### src/logic/dac_cmd_pkg.sv
// Constants and types shared by the quad DAC command port
package dac_cmd_pkg;
    localparam int         WORD_W        = 24;
    localparam int         CODE_W        = 16;
    localparam int         NCH           = 4;
    localparam int         OP_HI         = 23;
    localparam int         OP_LO         = 20;
    localparam int         SEL_HI        = 19;
    localparam int         SEL_LO        = 16;
    localparam int         DATA_HI       = 15;
    localparam int         DATA_LO       = 0;
    localparam int         RES_BITS      = 16;
    localparam logic [6:0] ADDR_MASK_HI  = 7'h7C;
    localparam logic [6:0] ADDR_FIXED    = 7'h0C;
    localparam logic [3:0] OP_NOP        = 4'h0;
    localparam logic [3:0] OP_WR_IN      = 4'h1;
    localparam logic [3:0] OP_UPD        = 4'h2;
    localparam logic [3:0] OP_WR_UPD     = 4'h3;
    localparam logic [3:0] OP_PWR        = 4'h4;
    localparam logic [3:0] OP_MASK       = 4'h5;
    localparam logic [3:0] OP_SWRST      = 4'h6;
    localparam logic [3:0] OP_REF        = 4'h7;
    localparam logic [15:0] CODE_RST     = 16'h0000;
    localparam logic [7:0] PWR_RST       = 8'h00;
    localparam logic [3:0] MASK_RST      = 4'h0;
    localparam logic       REF_OFF_RST   = 1'b0;
    localparam logic [2:0] BIT_LAST      = 3'h7;
    localparam logic [1:0] BYTE_LAST     = 2'h3;
    localparam real        SCL_FAST_KHZ  = 400.0;
    localparam real        SYS_MHZ       = 100.0;
    localparam int         SCL_HALF_MIN  = int'((SYS_MHZ * 1000.0) / (2.0 * SCL_FAST_KHZ));
    typedef enum logic [2:0] {ST_IDLE, ST_ADDR, ST_AACK, ST_DATA, ST_DACK, ST_IGN} i2c_st_t;
endpackage

### src/logic/cmd_word_if.sv
// Carries an assembled command word from the serial front end
`timescale 1ns/1ps
interface cmd_word_if;
    import dac_cmd_pkg::*;
    logic [WORD_W-1:0] word;
    logic              valid;
    modport src (output word, output valid);
    modport dst (input word, input valid);
endinterface

### src/logic/i2c_word_rx.sv
// I2C slave receiver that assembles 24-bit write words
`timescale 1ns/1ps
module i2c_word_rx
    import dac_cmd_pkg::*;
(
    // Clock and reset
    input  wire logic   clk_sys,
    input  wire logic   rst,
    // Synchronised bus lines and strap
    input  wire logic   scl_s,
    input  wire logic   sda_s,
    input  wire logic [1:0] addr_strap,
    // Acknowledge drive
    output logic        sda_oe,
    // Word out
    cmd_word_if.src     cw
);
    i2c_st_t           st_r;
    logic              scl_d_r;
    logic              sda_d_r;
    logic [7:0]        sh_r;
    logic [2:0]        bit_r;
    logic [1:0]        byte_r;
    logic [WORD_W-1:0] word_r;
    logic              valid_r;
    logic              ack_r;
    logic              got_rise_r;
    logic              scl_rise;
    logic              scl_fall;
    logic              start_c;
    logic              stop_c;
    logic [7:0]        byte_in;

    assign scl_rise = scl_s & ~scl_d_r;
    assign scl_fall = ~scl_s & scl_d_r;
    assign start_c  = scl_s & scl_d_r & sda_d_r & ~sda_s;
    assign stop_c   = scl_s & scl_d_r & ~sda_d_r & sda_s;
    assign byte_in  = {sh_r[6:0], sda_s};
    assign sda_oe   = ack_r;
    assign cw.word  = word_r;
    assign cw.valid = valid_r;

    always_ff @(posedge clk_sys or posedge rst) begin
        if (rst) begin
            scl_d_r <= 1'b1;
            sda_d_r <= 1'b1;
        end else begin
            scl_d_r <= scl_s;
            sda_d_r <= sda_s;
        end
    end

    // Bits are sampled while SCL is high; shifting completes at the falling edge
    always_ff @(posedge clk_sys or posedge rst) begin
        if (rst) begin
            st_r    <= ST_IDLE;
            sh_r    <= 8'h00;
            bit_r   <= 3'h0;
            byte_r  <= 2'h0;
            word_r  <= '0;
            valid_r    <= 1'b0;
            ack_r      <= 1'b0;
            got_rise_r <= 1'b0;
        end else begin
            valid_r <= 1'b0;
            if (start_c) begin
                st_r       <= ST_ADDR;
                bit_r      <= 3'h0;
                ack_r      <= 1'b0;
                got_rise_r <= 1'b0;
            end else if (stop_c) begin
                st_r  <= ST_IDLE;
                ack_r <= 1'b0;
            end else begin
                case (st_r)
                    ST_ADDR: begin
                        if (scl_rise) begin
                            sh_r       <= byte_in;
                            got_rise_r <= 1'b1;
                        end
                        // The SCL fall that closes a START carries no bit
                        if (scl_fall && got_rise_r) begin
                            bit_r <= bit_r + 3'h1;
                            if (bit_r == BIT_LAST) begin
                                // 7-bit write only; general call and 10-bit never match
                                if ((sh_r[7:1] & ADDR_MASK_HI) == ADDR_FIXED
                                    && sh_r[2:1] == addr_strap && !sh_r[0]) begin
                                    st_r   <= ST_AACK;
                                    ack_r  <= 1'b1;
                                    byte_r <= 2'h0;
                                end else begin
                                    st_r <= ST_IGN;
                                end
                            end
                        end
                    end
                    ST_AACK, ST_DACK: begin
                        if (scl_fall) begin
                            ack_r <= 1'b0;
                            bit_r <= 3'h0;
                            st_r  <= ST_DATA;
                            if (byte_r == BYTE_LAST) begin
                                byte_r <= 2'h0;
                            end
                        end
                    end
                    ST_DATA: begin
                        if (scl_rise) begin
                            sh_r <= byte_in;
                        end
                        if (scl_fall) begin
                            bit_r <= bit_r + 3'h1;
                            word_r <= {word_r[WORD_W-2:0], sh_r[0]};
                            if (bit_r == BIT_LAST) begin
                                st_r   <= ST_DACK;
                                ack_r  <= 1'b1;
                                byte_r <= byte_r + 2'h1;
                                if (byte_r == 2'h2) begin
                                    valid_r <= 1'b1;
                                    byte_r  <= BYTE_LAST;
                                end
                            end
                        end
                    end
                    ST_IGN: ack_r <= 1'b0;
                    default: st_r <= ST_IDLE;
                endcase
            end
        end
    end
endmodule

### src/logic/quad_dac_i2c_command_port.sv
// Command port of a quad voltage-output DAC behind an I2C slave
`timescale 1ns/1ps
module quad_dac_i2c_command_port
    import dac_cmd_pkg::*;
#(
    parameter int RES = RES_BITS
)
(
    // Clock and reset
    input  wire logic                    clk_sys,
    input  wire logic                    rst,
    // I2C pins
    input  wire logic                    scl_in,
    input  wire logic                    sda_in,
    output logic                         sda_out,
    output logic                         sda_oe,
    // Straps and strobes
    input  wire logic [1:0]              addr_pin,
    input  wire logic                    gain_pin,
    input  wire logic                    load_strobe_n,
    // Analog-side controls
    output logic [NCH-1:0][CODE_W-1:0]   dac_code,
    output logic [NCH-1:0][1:0]          pwr_mode,
    output logic                         ref_enable,
    output logic                         gain_two
);
    logic              scl_m_r, scl_s_r;
    logic              sda_m_r, sda_s_r;
    logic              ld_m_r, ld_s_r;
    logic              gn_m_r, gn_s_r;
    logic [1:0]        a_m_r, a_s_r;
    logic [1:0]        strap_r;
    logic              strap_done_r;
    logic [1:0]        strap_vld_r;
    logic [NCH-1:0][CODE_W-1:0] in_reg_r;
    logic [NCH-1:0][CODE_W-1:0] dac_reg_r;
    logic [7:0]        pwr_r;
    logic [NCH-1:0]    mask_r;
    logic              ref_off_r;
    logic              gain_r;
    logic [3:0]        op;
    logic [NCH-1:0]    sel;
    logic [CODE_W-1:0] code;
    logic              wr_in;
    logic              upd;
    logic              swrst;
    cmd_word_if        cw ();

    // Two-stage synchronisers on all pin inputs
    always_ff @(posedge clk_sys or posedge rst) begin
        if (rst) begin
            scl_m_r <= 1'b1;
            scl_s_r <= 1'b1;
            sda_m_r <= 1'b1;
            sda_s_r <= 1'b1;
            ld_m_r  <= 1'b1;
            ld_s_r  <= 1'b1;
            gn_m_r  <= 1'b0;
            gn_s_r  <= 1'b0;
            a_m_r   <= 2'h0;
            a_s_r   <= 2'h0;
        end else begin
            scl_m_r <= scl_in;
            scl_s_r <= scl_m_r;
            sda_m_r <= sda_in;
            sda_s_r <= sda_m_r;
            ld_m_r  <= load_strobe_n;
            ld_s_r  <= ld_m_r;
            gn_m_r  <= gain_pin;
            gn_s_r  <= gn_m_r;
            a_m_r   <= addr_pin;
            a_s_r   <= a_m_r;
        end
    end

    // The address strap is latched once, after the synchroniser holds real pin values
    always_ff @(posedge clk_sys or posedge rst) begin
        if (rst) begin
            strap_r      <= 2'h0;
            strap_vld_r  <= 2'h0;
            strap_done_r <= 1'b0;
        end else begin
            strap_vld_r <= {strap_vld_r[0], 1'b1};
            if (strap_vld_r[1] && !strap_done_r) begin
                strap_r      <= a_s_r;
                strap_done_r <= 1'b1;
            end
        end
    end

    // Sampling at 100 MHz leaves ample margin for 400 kHz SCL
    i2c_word_rx u_rx (
        .clk_sys    (clk_sys),
        .rst        (rst),
        .scl_s      (scl_s_r),
        .sda_s      (sda_s_r),
        .addr_strap (strap_r),
        .sda_oe     (sda_oe),
        .cw         (cw)
    );
    assign sda_out = 1'b0;

    assign op    = cw.word[OP_HI:OP_LO];
    assign sel   = cw.word[SEL_HI:SEL_LO];
    // Bits below the resolution are dropped, keeping MSB alignment
    assign code  = cw.word[DATA_HI:DATA_LO] & ~((CODE_W'(1) << (CODE_W - RES)) - CODE_W'(1));
    assign wr_in = cw.valid && (op == OP_WR_IN || op == OP_WR_UPD);
    assign upd   = cw.valid && (op == OP_UPD || op == OP_WR_UPD);
    assign swrst = cw.valid && op == OP_SWRST;

    // Input registers
    always_ff @(posedge clk_sys or posedge rst) begin
        if (rst) begin
            in_reg_r <= {NCH{CODE_RST}};
        end else begin
            for (int i = 0; i < NCH; i++) begin
                if (swrst) begin
                    in_reg_r[i] <= CODE_RST;
                end else if (wr_in && sel[i]) begin
                    in_reg_r[i] <= code;
                end
            end
        end
    end

    // DAC registers; write-with-update loads the new code directly
    always_ff @(posedge clk_sys or posedge rst) begin
        if (rst) begin
            dac_reg_r <= {NCH{CODE_RST}};
        end else begin
            for (int i = 0; i < NCH; i++) begin
                if (swrst) begin
                    dac_reg_r[i] <= CODE_RST;
                end else if (upd && sel[i]) begin
                    dac_reg_r[i] <= (op == OP_WR_UPD) ? code : in_reg_r[i];
                end else if (!ld_s_r && !mask_r[i]) begin
                    dac_reg_r[i] <= in_reg_r[i];
                end
            end
        end
    end

    // Configuration state
    always_ff @(posedge clk_sys or posedge rst) begin
        if (rst) begin
            pwr_r     <= PWR_RST;
            mask_r    <= MASK_RST;
            ref_off_r <= REF_OFF_RST;
        end else if (swrst) begin
            pwr_r     <= PWR_RST;
            mask_r    <= MASK_RST;
            ref_off_r <= REF_OFF_RST;
        end else if (cw.valid) begin
            case (op)
                OP_PWR:  pwr_r     <= cw.word[7:0];
                OP_MASK: mask_r    <= cw.word[NCH-1:0];
                OP_REF:  ref_off_r <= cw.word[0];
                default: ;
            endcase
        end
    end

    // Gain strap tracked continuously; it is a tied pin
    always_ff @(posedge clk_sys or posedge rst) begin
        if (rst) begin
            gain_r <= 1'b0;
        end else begin
            gain_r <= gn_s_r;
        end
    end

    assign dac_code   = dac_reg_r;
    assign pwr_mode   = pwr_r;
    assign ref_enable = ~ref_off_r;
    assign gain_two   = gain_r;
endmodule

### config.mk
export PLATFORM = sky130hd
export DESIGN_NAME = quad_dac_i2c_command_port
export DESIGN_NICKNAME = d
export VERILOG_FILES = /design/src/logic/dac_cmd_pkg.sv /design/src/logic/cmd_word_if.sv /design/src/logic/i2c_word_rx.sv /design/src/logic/quad_dac_i2c_command_port.sv
export SDC_FILE = /design/constraint.sdc
export NUM_CORES = 1
export LEC_CHECK = 0
export ABC_CLOCK_PERIOD_IN_PS = 7500
export BUFFER_PORTS_ARGS = -buffer_cell sky130_fd_sc_hd__buf_2
export CORE_MARGIN = 4
export CORE_UTILIZATION = 59
export CTS_CLUSTER_DIAMETER = 60
export DETAILED_ROUTE_END_ITERATION = 7
export PLACE_DENSITY_LB_ADDON = 0.1
export SYNTH_ARGS = -nofsm -noshare
export SYNTH_HDL_FRONTEND = slang
export SYNTH_SLANG_ARGS = --single-unit
### constraint.sdc
create_clock -name clk_sys -period 7.5 [get_ports clk_sys]
set_input_delay 0.375 -clock clk_sys [delete_from_list [all_inputs] [get_ports clk_sys]]
set_output_delay 0.375 -clock clk_sys [all_outputs]
set_load 0.03 [all_outputs]
==> metrics.md, run 1 <==
| Metric | Value |
|---|---|
| Status | `finished clean` |
| Port bufs | `82` |
| Dominant register cell in the synthesized netlist | `dfrtp_1` |
| Chip Width | `130.8 um` |
| XOR/XNOR share of the synthesized area | `0.4924%` |
| Final setup skew | `16.81 ps` |
| Critical-path maximum fanout | `111` |
| Die H | `130.8 um` |
| Synth Area in Adders | `0.5627%` |
| Drt wl/cell | `18.89 um` |
| Clk pin slew, worst setup/hold paths | `60 ps` |
| Maximum clock rate | `279.8 MHz` |
| Drt first-iter violations | `768` |
| Setup tns final | `0 ps` |
| CTS tree | `built` |
| Synthesized area | `8894 sq um` |
| Layout cell share with drive strength beyond 1 | `20.31%` |
| Routability cong. | `0.8745` |
| Yosys reg bits | `204` |
| Antenna viol nets, final | `0` |
| Ant. Diodes | `0` |
| Worst-Margin Slew | `1149 ps` |
| Post-synthesis compound-gate area fraction | `15.95%` |
| Reg2reg start | `u_rx.cw.word[20]` |
| Final nets | `907` |
| Largest family of logic cells by synthesized area | `compound AO/OA/AOI/OAI gates` |
| Largest net degree at the start of global routing | `121` |
| CP max stage cell | `buf_4` |
| Crit path launch type | `flip-flop` |
| Via count | `6736` |
| VDD IR-drop max | `0.2167 mV` |
| Leakage | `4.513 nW` |
| Pwr Total | `2.474 mW` |
| Post-Synthesis Net Count | `875` |
| Synth cell types | `53` |
| Core box area | `14640 sq um` |
| Number of enable flip-flop cells after synthesis | `0` |
| CTS sink cnt | `204` |
| Vias in the first global route | `6565` |
| Synth async-reset ratio | `100.0%` |
| HPWL after detailed placement | `12670 um` |
| Routed WL | `20590 um` |
| Hold crit path type | `in -> async` |
| # DRC | `0` |
| Clk_lat worst skew | `490 ps` |
| Row cnt | `44` |
| Mux cell area share after synthesis | `5.416%` |
| Sequential share of the synthesized area | `57.51%` |
| Reg2reg end | `dac_code[53]` |
| CTS max path bufs | `3` |
| Root Buffer | `clkbuf_16` |
| WS Path Type | `reg -> reg` |
| Critical-path cell list | `nand4bb_1 > nor2_4 > buf_4 > nor3b_4 > nand2_1 > o21ai_0` |
| Reg2Reg Depth | `6` |
| Worst EP required | `7810 ps` |
| Syn avg cell area | `10.31 sq um` |
| CP max stage delay | `910 ps` |
| R2R setup slack | `3930 ps` |
| Mapped Cells | `863` |
| Pwr dens | `249.1 nW/um^2` |
| I/O pins | `84` |
| Final Hold Vio Count | `0` |
| Max-Cap Viols | `0` |
| Num CTS Buffers | `21` |
| RSZ-0062 raised after global routing | `no` |
| Simple-gate area share of the yosys netlist | `15.26%` |
| Initial antenna violation count | `0` |
| GRT Util Overall | `24.36%` |
| Vias per cell | `6.180` |
| Synthesis Warnings | `0` |
| Period utilisation layout | `47.66%` |
| Worst slew margin | `23.37%` |
| GRT Residual Overflow | `0` |
| Endpoint class of the critical path | `flip-flop` |
| Fill count | `1113` |
| Hold_ws | `19.82 ps` |
| Max Transition Viols Final | `0` |
| P&R area growth vs syn | `11.65%` |
| H-tree Lvls | `1` |
| First-pass iteration count of the detailed router | `5` |
| Post-route minimum period | `3574 ps` |
| Initial Util | `60.73%` |
| Final setup fails | `0` |
| Total Die Area | `17100 sq um` |
| First-pass GRT wire length | `33510 um` |
| Data arrival, critical path | `3880 ps` |
[per-layer routing]
| metal | up-vias | global-route usage (%) | part of all wire (%) |
|---|---|---|---|
| li1 | 3103 | - | - |
| met1 | 3349 | 34.34 | 44 |
| met2 | 228 | 38.88 | 48 |
| met3 | 56 | 4.146 | 5.2 |
| met4 | 0 | 8.106 | 3.3 |
| met5 | - | 0 | 0 |
[state kept, by name, indices dropped and copies added (netlist names), 3 cells and up]
register	flops
u_rx.st_r	3
u_rx.bit_r	3
in_reg_r	64
u_rx.cw.word	24
mask_r	4
u_rx.sh_r	8
dac_code	64
pwr_mode	8
[cells by family (layout without fill, tap and decap cells)]
logic type      count (synthesis)  in the layout
fa+ha+maj                       4              4
flops                         204            204
xor+xnor                        5              5
buf+inv                        90            133
compound gates                230            230
simple gates                  288            288
mux                            40             40
other cells                     2              2
[placed cells by master (no fill, tap or decap), types with 3 or more instances in the layout]
cell           instances
dfstp_2                8
a21oi_1               70
clkbuf_1               4
buf_2                 82
and2_1                 3
nor3_1                 4
and3_1                 4
buf_4                  5
or2_2                  5
mux2i_4                3
o21ai_1               38
xnor2_1                3
nor3b_4                3
clkbuf_8               8
a22oi_1               17
nand2b_1               3
o21ai_0               47
a32oi_1               48
dlygate4sd3_1          6
mux2_2                35
ha_1                   4
nand2_1              166
nor2_1                10
inv_1                  5
clkbuf_16             21
dfrtp_1              196
nand3_1               68
[report_power, final]
part           switching [mW]  leakage, nW  internal (mW)
Combinational           0.121         1.40          0.101
Clock                   0.402        0.335          0.623
Sequential             0.0772         2.78           1.15
Total                   0.600         4.51           1.87
[synthesized netlist by cell type (all sizes together) (2+ instances only)]
cell type  count  area [sq um]
xor2           2         17.52
a22oi         17         127.6
nand4b         2         17.52
nand3         68         340.3
and4b          2         20.02
nor3b          3         56.30
a32oi         48         420.4
ha             4         50.05
and2           3         18.77
nor3           4         20.02
nor2          12         50.05
inv            6         22.52
mux2          35         394.1
a21oi         71         359.1
o21ai         86         434.2
nand2b         3         18.77
conb           2         7.510
and3           5         31.28
xnor2          3         26.28
nand3b         2         15.01
clkbuf        52         196.4
and4bb         3         41.29
nor2b          2         12.51
dfrtp        196          4905
or2            5         31.28
mux2i          5         87.58
nor4           2         12.51
dfstp          8         210.2
nand2        166         623.1
buf           32         200.2
[worst max-delay path by stage]
stage	startpoint	end	slack, ps	depth (start not counted)
2_1_floorplan	rst	a_m_r[0]	1570	1
3_3_place_gp	u_rx.cw.word[20]	dac_code[53]	4210	6
3_5_place_dp	u_rx.cw.word[20]	dac_code[44]	4050	6
4_1_cts	u_rx.cw.word[20]	dac_code[38]	4010	6
5_1_grt	u_rx.cw.word[20]	dac_code[53]	3670	6
6_report	u_rx.cw.word[20]	dac_code[53]	3930	6
[worst max-delay path, delay by kind of cell (launching register included)]
family,cells,cell delay [ps]
and+or+nand+nor,4,1700
DFF,1,550
buffers and inverters,1,910
AOI/OAI and AO/OA,1,100
[timing repair]
item	in CTS	in global routing
setup endpoints to repair	0	0
endpoints found under the hold margin	6	0
resized for setup	0	0
hold buffers	6	0
buffers inserted	0	0
[layout make-up]
type	instances	area [sq um]	area share [%]
multi-input combinational	569	3366	33.90
inverter	6	30.03	0.3024
clock buffer	33	650.6	6.552
clock inverter	1	30.03	0.3024
tap	184	230.2	2.319
timing repair buffer	93	508.0	5.116
sequential	204	5115	51.51
[per-stage QoR]
stage,utilization (%),area [sq um],setup slack (ps),cells
after floorplan,-,8894,1571,863
after global placement,62.75,9189,4208,1050
after detailed placement,62.75,9189,4046,1050
after CTS,67.81,9930,4012,1090
after global routing,67.81,9930,3668,1090
final,67.81,9930,3926,1090
No activity file was read; power rests on OpenSTA's default activity.
==> inputs of run 2 (changes only) <==
ABC_CLOCK_PERIOD_IN_PS = 3200   (was 7500)
CORE_UTILIZATION = 53   (was 59)
clock period = 3.2 ns   (was 7.5 ns; I/O delays follow)
==> run 2 against run 1 <==
- critical path depth is 1 lower
- critical path type unchanged
- via count is 0.42% higher
- die area is 11% higher
- final area is 2.2% higher
- power is 140% higher
- wire length is 3.6% higher
- clock power is 150% higher
- worst hold slack better by 290 ps
- first-iteration DRC count is 14% lower
==> metrics.md, run 2 (synthesis results as in run 1) <==
| Metric | Value |
|---|---|
| R2R setup slack | `690 ps` |
| P&R area growth vs syn | `14.08%` |
| Die H | `137.5 um` |
| Routability cong. | `0.8504` |
| Pwr dens | `586.1 nW/um^2` |
| CTS tree | `built` |
| Setup tns final | `0 ps` |
| Row cnt | `47` |
| First-pass GRT wire length | `34570 um` |
| Root Buffer | `clkbuf_16` |
| Vias in the first global route | `6488` |
| CTS sink cnt | `204` |
| Layout Utilization | `61.40%` |
| Max-Cap Viols | `0` |
| Chip Width | `137.5 um` |
| Clk pin slew, worst setup/hold paths | `60 ps` |
| Leakage | `4.612 nW` |
| CTS max path bufs | `3` |
| Drt first-iter violations | `661` |
| Initial antenna violation count | `0` |
| RSZ-0062 raised after global routing | `no` |
| Data arrival, critical path | `2920 ps` |
| Drt wl/cell | `18.61 um` |
| Placed Instances | `1099` |
| Worst slew margin | `33.37%` |
| Post-CTS Setup Inserts | `0` |
| Final setup fails | `0` |
| Endpoint class of the critical path | `flip-flop` |
| Layout cell share with drive strength beyond 1 | `22.03%` |
| Routed WL | `21330 um` |
| Antenna viol nets, final | `0` |
| Register cell area after layout | `5115 sq um` |
| Final Hold Vio Count | `0` |
| Setup ws final | `692.1 ps` |
| HPWL after detailed placement | `13580 um` |
| # DRC | `0` |
| Hold crit path type | `in -> reg` |
| Core box area | `16520 sq um` |
| Post-route minimum period | `2508 ps` |
| Maximum clock rate | `398.7 MHz` |
| Num CTS Buffers | `22` |
| WS Path Type | `reg -> reg` |
| Largest net degree at the start of global routing | `80` |
| Fill count | `1356` |
| Final nets | `922` |
| Ant. Diodes | `0` |
| Period utilisation layout | `78.37%` |
| Vias per cell | `5.902` |
| First-pass iteration count of the detailed router | `6` |
| Worst-Margin Slew | `999.5 ps` |
| Initial Util | `53.82%` |
| Worst EP required | `3610 ps` |
| Clk_lat worst skew | `500 ps` |
| Via count | `6764` |
| Pwr Total | `5.947 mW` |
| VDD IR-drop max | `0.4426 mV` |
| Port bufs | `82` |
| Design area | `10150 sq um` |
| Area of the multi-input gates | `3366 sq um` |
| GRT Util Overall | `22.88%` |
| Final setup skew | `12.60 ps` |
| Post-DP Area | `9328 sq um` |
| H-tree Lvls | `1` |
| I/O pins | `84` |
| Post-cts gate resize count | `0` |
| Total Die Area | `18920 sq um` |
| Max Transition Viols Final | `0` |
| Crit path launch type | `flip-flop` |
| Hold_ws | `311.8 ps` |
| Status | `finished clean` |
| Critical-path maximum fanout | `18` |
| Setup WS pre-CTS | `719.3 ps` |
| Non-Filler Instances | `1146` |
| Commonest non-fill, non-tap cells in the layout | `dfrtp_1 (196), nand2_1 (166), buf_2 (82)` |
| Commonest non-fill, non-tap cell in the layout | `dfrtp_1` |
| GRT Residual Overflow | `0` |
==> run 2: layout make-up <==
cell class	instances	share of cell area [%]
multi-input combinational	569	33.17
sequential	204	50.41
timing repair buffer	107	6.067
clock buffer	33	6.733
inverter	6	0.2590
clock inverter	7	0.6413
tap	220	2.713
==> run 2: path summary, 6_finish.rpt <==
path / startpoint / to / depth (start not counted)
max: u_rx.cw.word[22] / dac_code[52] / 5
min reg2reg: gn_s_r / gain_two / 0
max in group asynchronous: rst / dac_code[53] / 4
min in group asynchronous: rst / u_rx.sh_r[6] / 4
max reg2reg: u_rx.cw.word[22] / dac_code[52] / 5
min: scl_in / scl_m_r / 2
==> run 2: where the power goes <==
group / switching (mW) / total (mW) / internal (mW)
sequential: 0.190 / 2.88 / 2.69
combinational: 0.279 / 0.519 / 0.239
clock: 0.992 / 2.55 / 1.55
==> run 2: worst max-delay path, cell delays in order, from the launching register on <==
cell and delay (ps):
dfrtp_1 440, and4bb_4 410, and2_1 660, mux2i_4 610, a32oi_1 100, o21ai_0 200
==> run 2: metal layers <==
layer / share of wire, % / wire (um) / track usage (%) / vias up
li1: - / - / - / 3136
met1: 43 / 9191 / 32.77 / 3345
met2: 48 / 10160 / 36.23 / 244
met3: 6.7 / 1438 / 4.273 / 39
met4: 2.5 / 540 / 5.876 / 0
met5: 0 / 0 / 0 / -
==> run 2: repair_timing <==
| item | in CTS | in global routing |
|---|---|---|
| setup endpoints to repair | 0 | 0 |
| hold buffers | 7 | 0 |
| hold endpoints to repair | 75 | 0 |
